`src/uasc_pkg.sv`:
```
package uasc_pkg;

    // ------------------------------------------------------------
    // Register map
    // ------------------------------------------------------------
    localparam logic [2:0] ADDR_STATUS = 3'h0;
    localparam logic [2:0] ADDR_AUX_STAT = 3'h1;
    localparam logic [2:0] ADDR_AUX_CTL3 = 3'h2;
    localparam logic [2:0] ADDR_DATA = 3'h3;
    localparam logic [2:0] ADDR_FRAME_CTL = 3'h4;

    // receive_aux_status fields
    localparam int S2_LBK = 7;
    localparam int S2_EDGE = 6;
    localparam int S2_RECEIVE_INVERT = 4;
    localparam int S2_WUID = 3;
    localparam int S2_LONG_BREAK_SELECT = 2;
    localparam int S2_LIN_BREAK_DETECT_ENABLE = 1;
    localparam int S2_RAF = 0;

    // aux_control_three fields
    localparam int C3_R8 = 7;
    localparam int C3_T8 = 6;
    localparam int C3_SINGLE_WIRE_PIN_DIRECTION = 5;
    localparam int C3_TRANSMIT_INVERT = 4;

    // primary status fields
    localparam int S1_RECEIVE_FULL_FLAG = 5;
    localparam int S1_IDLE = 4;
    localparam int S1_OR = 3;
    localparam int S1_NF = 2;
    localparam int S1_FE = 1;
    localparam int S1_PF = 0;

    // frame control fields
    localparam int FC_M = 0;
    localparam int FC_RWU = 1;
    localparam int FC_LOOPBACK_SELECT = 2;
    localparam int FC_RECEIVER_SOURCE_SELECT = 3;
    localparam int FC_SBK = 4;

    localparam logic [7:0] RESET_BYTE = 8'h00;

    // Bit-time counts
    localparam int BRK_TX_SHORT = 10;
    localparam int BRK_TX_LONG = 13;
    localparam int BRK_RX_SHORT = 10;
    localparam int BRK_RX_LIN = 11;
    localparam int NINTH_EXTRA = 1;
    localparam int CHAR_BITS_8 = 10;

    typedef enum logic [1:0] {
        UASC_RX_IDLE,
        UASC_RX_FRAME,
        UASC_RX_LOW
    } uasc_rx_e;

    typedef struct packed {
        logic [7:0] addr_unused;
        logic rd;
        logic wr;
        logic [2:0] addr;
        logic [7:0] wdata;
    } uasc_bus_s;

    typedef struct packed {
        logic sbk_q;
        logic [7:0] s2_q;
        logic [7:0] c3_q;
        logic [7:0] s1_q;
        logic [4:0] fc_q;
        logic [7:0] rxbuf_q;
        logic [7:0] txbuf_q;
        logic tx_full_q;
        logic s1_armed_q;
        logic [7:0] rdata_q;
        logic [1:0] rx_sync_q;
        logic rx_prev_q;
        uasc_rx_e rx_st_q;
        logic [15:0] bit_cnt_q;
        logic [4:0] bits_q;
        logic [4:0] low_bits_q;
        logic [4:0] high_bits_q;
        logic [8:0] rx_shift_q;
        logic [3:0] tx_bits_q;
        logic [15:0] tx_cnt_q;
        logic [10:0] tx_shift_q;
        logic tx_busy_q;
        logic tx_line_q;
    } uasc_state_s;

endpackage : uasc_pkg

```
`src/uasc_core.sv`:
```
// The register offsets and the strobed register port were chosen for this implementation.
`timescale 1ns/1ps
`default_nettype none

module uasc_core
    import uasc_pkg::*;
#(
    parameter int BIT_CYCLES = 16
) (
    input wire logic ref_clk,
    input wire logic resetn,
    input wire logic clk_en,
    input wire logic [2:0] reg_addr,
    input wire logic [7:0] reg_wdata,
    input wire logic reg_wr,
    input wire logic reg_rd,
    output logic [7:0] reg_rdata,
    input wire logic rxd_pin,
    input wire logic txd_pin_in,
    output logic txd_pin_out,
    output logic txd_pin_oe,
    output logic err_irq
);

    initial begin
        if (BIT_CYCLES < 2 || BIT_CYCLES > 65535) begin
            $error("BIT_CYCLES out of range");
        end
    end

    localparam logic [15:0] BIT_LAST = 16'(BIT_CYCLES - 1);
    localparam logic [15:0] BIT_HALF = 16'(BIT_CYCLES / 2);

    uasc_state_s s_q;
    uasc_state_s s_d;

    // ------------------------------------------------------------
    // Helpers
    // ------------------------------------------------------------
    function automatic logic [4:0] with_ninth(input int base, input logic m);
        with_ninth = 5'(base + (m ? NINTH_EXTRA : 0));
    endfunction : with_ninth

    logic mode9;
    logic single_wire;
    logic rx_line;
    logic rx_src;
    assign mode9 = s_q.fc_q[FC_M];
    assign single_wire = s_q.fc_q[FC_LOOPBACK_SELECT] & s_q.fc_q[FC_RECEIVER_SOURCE_SELECT];
    // Loopback takes the internal line; single-wire listens on the tx pin
    assign rx_src = single_wire ? txd_pin_in : (s_q.fc_q[FC_LOOPBACK_SELECT] ? txd_pin_out : rxd_pin);
    assign rx_line = s_q.rx_sync_q[1] ^ s_q.s2_q[S2_RECEIVE_INVERT];

    // ------------------------------------------------------------
    // Next state
    // ------------------------------------------------------------
    always_comb begin
        logic bit_tick;
        logic tx_tick;
        logic data_rd;
        logic [4:0] brk_rx_len;
        logic [4:0] frame_len;
        s_d = s_q;
        bit_tick = 1'b0;
        tx_tick = 1'b0;
        data_rd = 1'b0;
        brk_rx_len = s_q.s2_q[S2_LIN_BREAK_DETECT_ENABLE] ? with_ninth(BRK_RX_LIN, mode9)
                                        : with_ninth(BRK_RX_SHORT, mode9);
        frame_len = with_ninth(CHAR_BITS_8, mode9);

        // Two-flop sync; only the second stage feeds logic
        s_d.rx_sync_q = {s_q.rx_sync_q[0], rx_src};
        s_d.rx_prev_q = rx_line;

        // Register writes
        if (reg_wr) begin
            unique case (reg_addr)
                ADDR_AUX_STAT: begin
                    s_d.s2_q[S2_RECEIVE_INVERT] = reg_wdata[S2_RECEIVE_INVERT];
                    s_d.s2_q[S2_WUID] = reg_wdata[S2_WUID];
                    s_d.s2_q[S2_LONG_BREAK_SELECT] = reg_wdata[S2_LONG_BREAK_SELECT];
                    s_d.s2_q[S2_LIN_BREAK_DETECT_ENABLE] = reg_wdata[S2_LIN_BREAK_DETECT_ENABLE];
                    if (reg_wdata[S2_LBK]) s_d.s2_q[S2_LBK] = 1'b0;
                    if (reg_wdata[S2_EDGE]) s_d.s2_q[S2_EDGE] = 1'b0;
                end
                ADDR_AUX_CTL3: begin
                    s_d.c3_q[6:0] = reg_wdata[6:0];
                end
                ADDR_DATA: begin
                    s_d.txbuf_q = reg_wdata;
                    s_d.tx_full_q = 1'b1;
                end
                ADDR_FRAME_CTL: begin
                    s_d.fc_q = reg_wdata[4:0];
                end
                default: begin
                end
            endcase
        end

        // Register reads, data one cycle later
        if (reg_rd) begin
            unique case (reg_addr)
                ADDR_STATUS: s_d.rdata_q = s_q.s1_q;
                ADDR_AUX_STAT: s_d.rdata_q = s_q.s2_q;
                ADDR_AUX_CTL3: s_d.rdata_q = s_q.c3_q;
                ADDR_DATA: s_d.rdata_q = s_q.rxbuf_q;
                ADDR_FRAME_CTL: s_d.rdata_q = {3'h0, s_q.fc_q};
                default: s_d.rdata_q = RESET_BYTE;
            endcase
            if (reg_addr == ADDR_STATUS) begin
                s_d.s1_armed_q = 1'b1;
            end
            if (reg_addr == ADDR_DATA && s_q.s1_armed_q) begin
                data_rd = 1'b1;
                s_d.s1_armed_q = 1'b0;
            end
        end
        if (data_rd) begin
            s_d.s1_q = RESET_BYTE;
        end

        // Receive edge flag
        if (s_q.rx_prev_q && !rx_line) s_d.s2_q[S2_EDGE] = 1'b1;

        // Receiver
        if (s_q.bit_cnt_q == BIT_LAST) begin
            s_d.bit_cnt_q = 16'h0000;
            bit_tick = 1'b1;
        end else begin
            s_d.bit_cnt_q = s_q.bit_cnt_q + 16'h0001;
        end
        unique case (s_q.rx_st_q)
            UASC_RX_IDLE: begin
                if (!rx_line) begin
                    s_d.rx_st_q = UASC_RX_FRAME;
                    s_d.bit_cnt_q = BIT_HALF;
                    s_d.bits_q = 5'h00;
                    s_d.low_bits_q = 5'h00;
                    s_d.high_bits_q = 5'h00;
                    s_d.s2_q[S2_RAF] = 1'b1;
                end
            end
            UASC_RX_FRAME: begin
                if (bit_tick) begin
                    s_d.bits_q = s_q.bits_q + 5'h01;
                    s_d.low_bits_q = rx_line ? 5'h00 : s_q.low_bits_q + 5'h01;
                    if (s_q.bits_q != 5'h00 && s_q.bits_q < frame_len - 5'h01) begin
                        s_d.rx_shift_q = {rx_line, s_q.rx_shift_q[8:1]};
                    end
                    if (s_q.bits_q == frame_len - 5'h01) begin
                        if (!rx_line) begin
                            // Low stop bit: may be a break; keep counting
                            s_d.rx_st_q = UASC_RX_LOW;
                        end else begin
                            s_d.rx_st_q = UASC_RX_IDLE;
                        end
                        // Framing check ignores long break select
                        if (s_q.s2_q[S2_LIN_BREAK_DETECT_ENABLE]) begin
                        end else if (s_q.s1_q[S1_RECEIVE_FULL_FLAG]) begin
                            s_d.s1_q[S1_OR] = 1'b1;
                        end else begin
                            // Nine shifts leave the byte low; eight leave it high
                            s_d.rxbuf_q = mode9 ? s_q.rx_shift_q[7:0] : s_q.rx_shift_q[8:1];
                            s_d.c3_q[C3_R8] = mode9 & s_q.rx_shift_q[8];
                            s_d.s1_q[S1_RECEIVE_FULL_FLAG] = 1'b1;
                            s_d.s1_q[S1_FE] = ~rx_line;
                        end
                    end
                end
            end
            UASC_RX_LOW: begin
                if (bit_tick) begin
                    if (rx_line) begin
                        s_d.rx_st_q = UASC_RX_IDLE;
                    end else if (s_q.low_bits_q == brk_rx_len - 5'h01) begin
                        if (s_q.s2_q[S2_LIN_BREAK_DETECT_ENABLE]) s_d.s2_q[S2_LBK] = 1'b1;
                        s_d.low_bits_q = s_q.low_bits_q + 5'h01;
                    end else if (s_q.low_bits_q < brk_rx_len) begin
                        s_d.low_bits_q = s_q.low_bits_q + 5'h01;
                    end
                end
            end
            default: s_d.rx_st_q = UASC_RX_IDLE;
        endcase

        // Idle line detection clears active and may wake standby
        if (s_q.rx_st_q == UASC_RX_IDLE && bit_tick) begin
            if (s_q.high_bits_q == frame_len - 5'h01) begin
                s_d.s2_q[S2_RAF] = 1'b0;
                if (s_q.fc_q[FC_RWU]) begin
                    s_d.fc_q[FC_RWU] = 1'b0;
                    if (s_q.s2_q[S2_WUID]) s_d.s1_q[S1_IDLE] = 1'b1;
                end
            end
            if (s_q.high_bits_q < frame_len) begin
                s_d.high_bits_q = s_q.high_bits_q + 5'h01;
            end
        end

        // Transmitter
        if (s_q.tx_cnt_q == BIT_LAST) begin
            s_d.tx_cnt_q = 16'h0000;
            tx_tick = 1'b1;
        end else begin
            s_d.tx_cnt_q = s_q.tx_cnt_q + 16'h0001;
        end
        if (!s_q.tx_busy_q) begin
            s_d.tx_line_q = 1'b1;
            if (s_q.fc_q[FC_SBK]) begin
                s_d.tx_busy_q = 1'b1;
                s_d.tx_shift_q = 11'h000;
                s_d.tx_bits_q = 4'(s_q.s2_q[S2_LONG_BREAK_SELECT] ? with_ninth(BRK_TX_LONG, mode9)
                                                      : with_ninth(BRK_TX_SHORT, mode9));
                s_d.tx_cnt_q = 16'h0000;
            end else if (s_q.tx_full_q) begin
                s_d.tx_busy_q = 1'b1;
                s_d.tx_full_q = 1'b0;
                s_d.tx_shift_q = mode9 ? {1'b1, s_q.c3_q[C3_T8], s_q.txbuf_q, 1'b0}
                                       : {2'b11, s_q.txbuf_q, 1'b0};
                s_d.tx_bits_q = 4'(frame_len);
                s_d.tx_cnt_q = 16'h0000;
            end
        end else if (tx_tick) begin
            if (s_q.tx_bits_q == 4'h0) begin
                // Last bit has had its full time; back to mark
                s_d.tx_busy_q = 1'b0;
                s_d.tx_line_q = 1'b1;
            end else begin
                s_d.tx_line_q = s_q.tx_shift_q[0];
                // Top bit refills: ones after a frame, zeros through a long break
                s_d.tx_shift_q = {s_q.tx_shift_q[10], s_q.tx_shift_q[10:1]};
                s_d.tx_bits_q = s_q.tx_bits_q - 4'h1;
            end
        end
    end

    // ------------------------------------------------------------
    // State register
    // ------------------------------------------------------------
    always_ff @(posedge ref_clk or negedge resetn) begin
        if (!resetn) begin
            s_q <= '0;
            // Idle line levels, so no false start or edge follows reset
            s_q.rx_sync_q <= 2'b11;
            s_q.rx_prev_q <= 1'b1;
            s_q.tx_line_q <= 1'b1;
        end else if (clk_en) begin
            s_q <= s_d;
        end
    end

    // ------------------------------------------------------------
    // Outputs
    // ------------------------------------------------------------
    assign reg_rdata = s_q.rdata_q;
    assign txd_pin_out = s_q.tx_line_q ^ s_q.c3_q[C3_TRANSMIT_INVERT];
    assign txd_pin_oe = single_wire ? s_q.c3_q[C3_SINGLE_WIRE_PIN_DIRECTION] : 1'b1;
    assign err_irq = (s_q.c3_q[3] & s_q.s1_q[S1_OR])
                   | (s_q.c3_q[2] & s_q.s1_q[S1_NF])
                   | (s_q.c3_q[1] & s_q.s1_q[S1_FE])
                   | (s_q.c3_q[0] & s_q.s1_q[S1_PF]);

    // ------------------------------------------------------------
    // Checks
    // ------------------------------------------------------------
    AST_IRQ_OR: assert property (@(posedge ref_clk) disable iff (!resetn)
        (s_q.c3_q[3] && s_q.s1_q[S1_OR]) |-> err_irq) else $error("overrun irq missing");
    AST_IRQ_NF: assert property (@(posedge ref_clk) disable iff (!resetn)
        (s_q.c3_q[2] && s_q.s1_q[S1_NF]) |-> err_irq) else $error("noise irq missing");
    AST_IRQ_FE: assert property (@(posedge ref_clk) disable iff (!resetn)
        (s_q.c3_q[1] && s_q.s1_q[S1_FE]) |-> err_irq) else $error("framing irq missing");
    AST_IRQ_PF: assert property (@(posedge ref_clk) disable iff (!resetn)
        (s_q.c3_q[0] && s_q.s1_q[S1_PF]) |-> err_irq) else $error("parity irq missing");
    AST_IRQ_NONE: assert property (@(posedge ref_clk) disable iff (!resetn)
        ((s_q.c3_q[3:0] & {s_q.s1_q[S1_OR], s_q.s1_q[S1_NF], s_q.s1_q[S1_FE],
        s_q.s1_q[S1_PF]}) == 4'h0) |-> !err_irq) else $error("spurious irq");
    AST_LIN_NO_RECEIVE_FULL_FLAG: assert property (@(posedge ref_clk) disable iff (!resetn)
        (clk_en && s_q.s2_q[S2_LIN_BREAK_DETECT_ENABLE] && !s_q.s1_q[S1_RECEIVE_FULL_FLAG]) |=> !s_q.s1_q[S1_RECEIVE_FULL_FLAG])
        else $error("receive-full set under LIN detect");
    AST_DIR: assert property (@(posedge ref_clk) disable iff (!resetn)
        single_wire |-> (txd_pin_oe == s_q.c3_q[C3_SINGLE_WIRE_PIN_DIRECTION])) else $error("pin direction");
    AST_TRANSMIT_INVERT: assert property (@(posedge ref_clk) disable iff (!resetn)
        !s_q.tx_busy_q && !$past(s_q.tx_busy_q) |-> txd_pin_out == ~s_q.c3_q[C3_TRANSMIT_INVERT])
        else $error("idle level not inverted");
    AST_EDGE: assert property (@(posedge ref_clk) disable iff (!resetn)
        (clk_en && s_q.rx_prev_q && !rx_line) |=> s_q.s2_q[S2_EDGE])
        else $error("edge flag missed");

endmodule : uasc_core

`default_nettype wire

```
`config.mk`:
```
export PLATFORM = sky130hd
export DESIGN_NAME = uasc_core
export DESIGN_NICKNAME = d
export VERILOG_FILES = /design/src/uasc_pkg.sv /design/src/uasc_core.sv
export SDC_FILE = /design/constraint.sdc
export NUM_CORES = 1
export LEC_CHECK = 0
export BUFFER_PORTS_ARGS = -buffer_cell sky130_fd_sc_hd__buf_2
export CAP_MARGIN = 15
export CORE_MARGIN = 1
export CORE_UTILIZATION = 30
export CTS_BUF_LIST = sky130_fd_sc_hd__clkbuf_4 sky130_fd_sc_hd__clkbuf_8
export DETAILED_ROUTE_END_ITERATION = 7
export SKIP_LAST_GASP = 1
export SYNTH_ARGS = -nofsm -noshare
export SYNTH_HDL_FRONTEND = slang
export SYNTH_SLANG_ARGS = --single-unit
```
`constraint.sdc`:
```
create_clock -name ref_clk -period 5.1 [get_ports ref_clk]
set_clock_uncertainty 0.1 [all_clocks]
set_input_delay 1.53 -clock ref_clk [delete_from_list [all_inputs] [get_ports ref_clk]]
set_output_delay 1.53 -clock ref_clk [all_outputs]
set_load 0.02 [all_outputs]
```
==> reports/qor.txt, run 1 <==
Final Net Count -> 717
Die width -> 151 um
Yosys Warn Count -> 0
Syn-to-layout area delta -> 11.1%
Proportion of synthesized chip area in sequential cells -> 48.2%
# resized after CTS -> 0
Number of primary I/O pins -> 29
Worst Tran Pin Value -> 1.03 ns
Routed length per instance -> 14.5 um
Class of the tightest hold or removal check -> reg2reg
CP arrival -> 3.50 ns
Switching component of the power -> 0.000894 W
Fin Hold WS -> 0.383 ns
Share of final-layout standard cells stronger than drive strength 1 -> 16.8%
Die height -> 151 um
Number of hold buffers added after CTS -> 0
Vias in the first global route -> 4605
Starting density of the core -> 30.5%
Worst ir drop on vdd -> 175 uV
FMAX -> 302 MHz
Critical path data required time -> 5.29 ns
Number of distinct library cells after synthesis -> 63
Total track usage -> 13.4%
Clock latency on the worst-skew pair -> 0.43 ns
Largest net degree at the start of global routing -> 113
Violations in the final reports -> design-rule violations
Setup WS pre-CTS -> 1.51 ns
Total Die Area -> 22800 sq um
Critical Path Start Type -> register
Slew Limit Fails -> 0
Max_cap viols -> 0
Drc violations -> 1
Most used DFF post-synth -> sky130_fd_sc_hd__dfrtp_1
Final setup slack of the worst path -> 1.79 ns
Clock transition at the registers of the reported paths -> 0.07 ns
Residual antenna-violating net count after detailed routing -> 0
Core footprint -> 21800 sq um
FILL cells -> 2223
Total Wirelength -> 14100 um
Final-layout setup total negative slack -> 0 ns
Share of power burned in combinational logic -> 22.6%
Number of CTS-inserted buffers -> 17
Switching fraction of total power -> 33.9%
Clock power share -> 29.8%
HPWL Detailed -> 9820 um
Number of buffer cells added on primary ports -> 28
Via density -> 4.96
Most frequent cells after synthesis -> sky130_fd_sc_hd__dfrtp_1, sky130_fd_sc_hd__nand2_1, sky130_fd_sc_hd__nor2_1, sky130_fd_sc_hd__o21ai_0, sky130_fd_sc_hd__mux2_2
Share of the cycle needed by the critical path after routing -> 64.9%
Cell taking the most area after synthesis -> sky130_fd_sc_hd__dfrtp_1
Internal power -> 0.00174 W
Tightest slew margin relative to the limit -> 31.3%
Number of flops mapped to enable cells by yosys -> 0
Number of detailed-route iterations in the first pass -> 7
Post-synthesis register bit count -> 128
Clock sinks -> 128
Post-Syn Nets -> 696
Yosys top cell area share -> 46.6%
First-pass GRT wire length -> 23900 um
Total power density per cell area -> 357 nW/um^2
Result of the run -> complete, but fails checks
Number of H-tree levels -> 4
Final critical path time including I/O delays and setup -> 3.31 ns
Routability-driven placement congestion ratio -> 0.767
Type of the setup path with the least slack -> reg2reg
Post-synthesis async set-or-reset flop share -> 100%
Buffers inserted by post-CTS timing repair -> 0
Routed via count -> 4822
Largest cells by area after synthesis -> sky130_fd_sc_hd__dfrtp_1, sky130_fd_sc_hd__mux2_2, sky130_fd_sc_hd__nand2_1, sky130_fd_sc_hd__o21ai_0, sky130_fd_sc_hd__ha_1
Crit. End Element -> register
Maximum buffer depth of the clock tree -> 2
Clock Tree Root -> sky130_fd_sc_hd__clkbuf_8
GRT Residual Overflow -> 0
CTS tree -> done
Cell with the most instances after synthesis -> sky130_fd_sc_hd__dfrtp_1
Count of endpoints failing hold in the final timing report -> 0
Unrepaired setup endpoints after global routing -> false
Mean cell area of the mapped netlist -> 10.1 sq um
Post-synthesis cell count -> 658
Count of final setup violators -> 0
Initial antenna violation count -> 0
Sequential cell area -> 3210 sq um
Total power consumption of the routed design -> 0.00264 W
Largest fanout on the critical path -> 21
Synthesized area -> 6660 sq um
Violation count after the first detailed-routing iteration -> 306
Area of combinational cells with multiple inputs -> 3200 sq um
Static Leakage -> 3.28 nW
Placement row count -> 54
Number of antenna diodes -> 0
Final standard cell utilization of the core -> 33.9%
Part of the total power dissipated in sequential elements -> 47.6%
[worst paths after layout]
check | start | to | slack (ns) | cells past startpoint
worst max-delay path | s_q[67] | s_q[110] | 1.79 | 5
worst min-delay path | s_q[46] | s_q[46] | 0.38 | 1
worst max register to register | s_q[67] | s_q[110] | 1.79 | 5
worst min register to register | s_q[46] | s_q[46] | 0.38 | 1
max in group asynchronous | resetn | s_q[47] | 2.91 | 2
min in group asynchronous | resetn | s_q[20] | 1.16 | 1
[worst max-delay path, cell delays in order (launching register included)]
cell,delay (ns)
sky130_fd_sc_hd__dfrtp_1,0.41
sky130_fd_sc_hd__or4_1,0.59
sky130_fd_sc_hd__nor4_1,0.89
sky130_fd_sc_hd__nand3_1,0.75
sky130_fd_sc_hd__a21oi_1,0.33
sky130_fd_sc_hd__o22ai_1,0.10
[through the flow]
step           area, sq um  cells
2_1_floorplan         6660    658
3_5_place_dp          7050    940
4_1_cts               7390    972
6_report              7390    972
5_1_grt               7390    972
3_3_place_gp          7050    940
[cell families after synthesis]
| kind of cell | after synthesis | synth area share, % |
|---|---|---|
| AND/OR/NAND/NOR | 231 | 17.3 |
| AO/OA/AOI/OAI | 131 | 13.2 |
| flip-flops | 128 | 48.2 |
| buffers and inverters | 59 | 3.80 |
| multiplexers | 59 | 9.57 |
| XOR/XNOR | 30 | 4.15 |
| adder cells (fa/ha/maj) | 20 | 3.76 |
[flip-flops by register name, indices dropped and copies added (netlist names)]
name       cells
mode9          1
reg_rdata      8
s_d            1
s_q          118
[cell usage in the layout (no fill, tap or decap), drive strengths merged, types with 4 or more instances in the layout]
cell | netlist | layout
a21oi | 14 | 14
a22o | 13 | 13
a22oi | 12 | 12
and2 | 4 | 4
and3 | 8 | 8
buf | 10 | 34
clkbuf | 22 | 22
clkinv | 0 | 7
dfrtp | 124 | 124
dfstp | 4 | 4
ha | 20 | 20
inv | 27 | 28
mux2 | 37 | 37
mux2i | 22 | 22
nand2 | 76 | 76
nand2b | 9 | 9
nand3 | 23 | 23
nand4 | 9 | 9
nor2 | 52 | 52
nor2b | 6 | 6
nor3 | 12 | 12
nor4 | 6 | 6
nor4b | 4 | 4
o21ai | 53 | 53
or2 | 4 | 4
xnor2 | 12 | 12
xor2 | 17 | 17
[routing by layer]
layer	up-vias	track usage (%)	wire, um
li1	2379	-	-
met1	2355	19.3	7060
met2	79	19.5	6400
met5	-	0	0
met4	0	3.50	100
met3	9	3.55	551
[power by group through the flow]
stage | clock, W | sequential [W] | combinational, W
3_3_place_gp | 0 | 0.00127 | 0.000589
5_1_grt | 0.000854 | 0.00128 | 0.000679
2_1_floorplan | 0 | 0.00123 | 0.000456
3_5_place_dp | 0 | 0.00127 | 0.000601
6_report | 0.000785 | 0.00126 | 0.000596
4_1_cts | 0.000808 | 0.00126 | 0.000604
[cell type report]
cell class	count	area share (%)
Inverter	27	1.37
Timing Repair Buffer	34	2.59
Clock buffer	22	3.84
Multi-Input combinational cell	471	43.2
Clock inverter	10	0.846
Tap cell	280	4.74
Sequential cell	128	43.4
(Power assumes the default switching activity.)
==> inputs of run 2 (changes only) <==
clock period = 3.15 ns   (was 5.1 ns; I/O delays follow)
==> run 2 against run 1 <==
The flow now finishes without violations. Register-to-register slack got worse by 1.4 ns. Hold slack got worse by 0.042 ns. Wire length increased by 1.3%. Total power increased by 66%. Global-route usage grew 0.27 points. Sequential cell count stayed put. Fmax up 21%.
==> reports/qor.txt, run 2 (synthesized netlist as in run 1, its figures left out) <==
Number of hold buffers added after CTS -> 0
Total track usage -> 13.6%
Clock sinks -> 128
Total Wirelength -> 14300 um
Vias in the first global route -> 4786
Largest net degree at the start of global routing -> 50
Final Net Count -> 730
Number of H-tree levels -> 4
Total power consumption of the routed design -> 0.00437 W
Class of the tightest hold or removal check -> in2async
Tightest slew margin relative to the limit -> 63.5%
Type of the setup path with the least slack -> reg2reg
Core footprint -> 21800 sq um
Slowest stage cell on the critical path -> sky130_fd_sc_hd__or4_1
Crit. End Element -> register
Routed via count -> 4884
CP arrival -> 2.96 ns
Share of the cycle needed by the critical path after routing -> 86.5%
Routability-driven placement congestion ratio -> 0.841
Max_cap viols -> 0
Maximum buffer depth of the clock tree -> 2
Largest Register -> s_q
Worst Tran Pin Value -> 0.546 ns
Result of the run -> finished clean
GRT Residual Overflow -> 0
Critical Path Start Type -> register
Via density -> 4.96
Number of CTS-inserted buffers -> 17
Drc violations -> 0
CTS tree -> done
First-pass GRT wire length -> 24200 um
Most used cells in the layout excluding fill and tap cells -> sky130_fd_sc_hd__dfrtp_1, sky130_fd_sc_hd__nand2_1, sky130_fd_sc_hd__nor2_1, sky130_fd_sc_hd__o21ai_0, sky130_fd_sc_hd__mux2_2
Clock transition at the registers of the reported paths -> 0.07 ns
Total Die Area -> 22800 sq um
Slew Limit Fails -> 0
R2r endpoint -> s_q[34]
Number of antenna diodes -> 0
Violation count after the first detailed-routing iteration -> 354
Number of detailed-route iterations in the first pass -> 4
Starting density of the core -> 30.5%
Final critical path time including I/O delays and setup -> 2.73 ns
Routed length per instance -> 14.5 um
Worst reg2reg setup slack -> 0.42 ns
Buffers inserted by post-CTS timing repair -> 0
Syn-to-layout area delta -> 13.2%
FMAX -> 367 MHz
Clock latency on the worst-skew pair -> 0.45 ns
Worst ir drop on vdd -> 268 uV
Static Leakage -> 3.36 nW
Residual antenna-violating net count after detailed routing -> 0
Final-layout setup total negative slack -> 0 ns
Count of final setup violators -> 0
Number of buffer cells added on primary ports -> 28
Placement row count -> 54
Clock Tree Root -> sky130_fd_sc_hd__clkbuf_8
Number of primary I/O pins -> 29
Source of the worst register-to-register timing path -> s_q[68]
Die height -> 151 um
Flip-flop count of the largest register after layout -> 118
Longest individual stage delay on the worst path -> 0.62 ns
Total power density per cell area -> 580 nW/um^2
HPWL Detailed -> 10300 um
Initial antenna violation count -> 0
Number of cells traversed by the worst register-to-register path -> 5
Largest fanout on the critical path -> 9
Share of final-layout standard cells stronger than drive strength 1 -> 18.3%
Leading cell type in the layout, fill and taps excluded -> sky130_fd_sc_hd__dfrtp_1
Kind of cell adding the most delay to the critical path -> simple AND/OR/NAND/NOR gates
Die width -> 151 um
# resized after CTS -> 0
Critical path data required time -> 3.38 ns
Count of endpoints failing hold in the final timing report -> 0
Count of buffering cells on the critical path with inverters included -> 0
Unrepaired setup endpoints after global routing -> false
CP Cell Sequence -> or4_1 -> nor4_4 -> nand2_1 -> a211oi_4 -> mux2_2
Fin Hold WS -> 0.341 ns
[run 2: cell count changes in the layout (fill, tap and decap cells not counted)]
cell and change:
sky130_fd_sc_hd__clkinvlp_4 +2, sky130_fd_sc_hd__clkbuf_8 -1, sky130_fd_sc_hd__buf_4 +11, sky130_fd_sc_hd__clkbuf_4 -2, sky130_fd_sc_hd__clkinv_4 -1, sky130_fd_sc_hd__buf_12 +2
sky130_fd_sc_hd__clkinv_2 -1, sky130_fd_sc_hd__bufinv_16 +1, sky130_fd_sc_hd__inv_6 +2
[run 2: worst reg2reg max path, cell delays in order (launching register included)]
cell	delay [ns]
sky130_fd_sc_hd__dfrtp_1	0.40
sky130_fd_sc_hd__or4_1	0.62
sky130_fd_sc_hd__nor4_4	0.47
sky130_fd_sc_hd__nand2_1	0.18
sky130_fd_sc_hd__a211oi_4	0.46
sky130_fd_sc_hd__mux2_2	0.40
[run 2: worst max path at each step]
stage | startpoint | endpoint | slack [ns] | depth (start not counted)
floorplan | reg_addr[2] | s_q[106] | 0.57 | 3
global placement | s_q[68] | s_q[37] | 0.48 | 5
detailed placement | s_q[68] | s_q[37] | 0.44 | 5
CTS | s_q[68] | s_q[34] | 0.43 | 5
global route | s_q[68] | s_q[40] | 0.31 | 5
finish | s_q[68] | s_q[34] | 0.42 | 5
[run 2: area by class of cell]
type | count | area [sq um]
flip-flops and latches | 128 | 3210
repair buffers | 47 | 314
inverters | 27 | 101
clock buffers | 19 | 255
well taps | 280 | 350
clock inverters | 13 | 111
fillers | 2191 | 14300
multi-input cells | 471 | 3200
[run 2: through the flow]
stage,cell area [sq um],setup slack (ns),util [%],std cells
after floorplan,6660,0.574,-,658
after CTS,7540,0.426,34.5,985
after global routing,7540,0.309,34.5,985
final,7540,0.424,34.5,985
after detailed placement,7170,0.438,32.9,953
after global placement,7170,0.478,32.9,953
[run 2: power by group]
group / switching, W / total, W / leakage, nW / internal (W)
registers: 0.000200 / 0.00204 / 1.67 / 0.00184
clock network: 0.000670 / 0.00132 / 0.182 / 0.000651
logic: 0.000600 / 0.00101 / 1.50 / 0.000412
[run 2: layer usage]
metal / track usage, % / routed length (um) / part of all wire, %
met1: 19.0 / 7220 / 51
met2: 20.7 / 6460 / 45
met3: 3.01 / 415 / 2.9
met4: 4.65 / 189 / 1.3
met5: 0 / 0 / 0
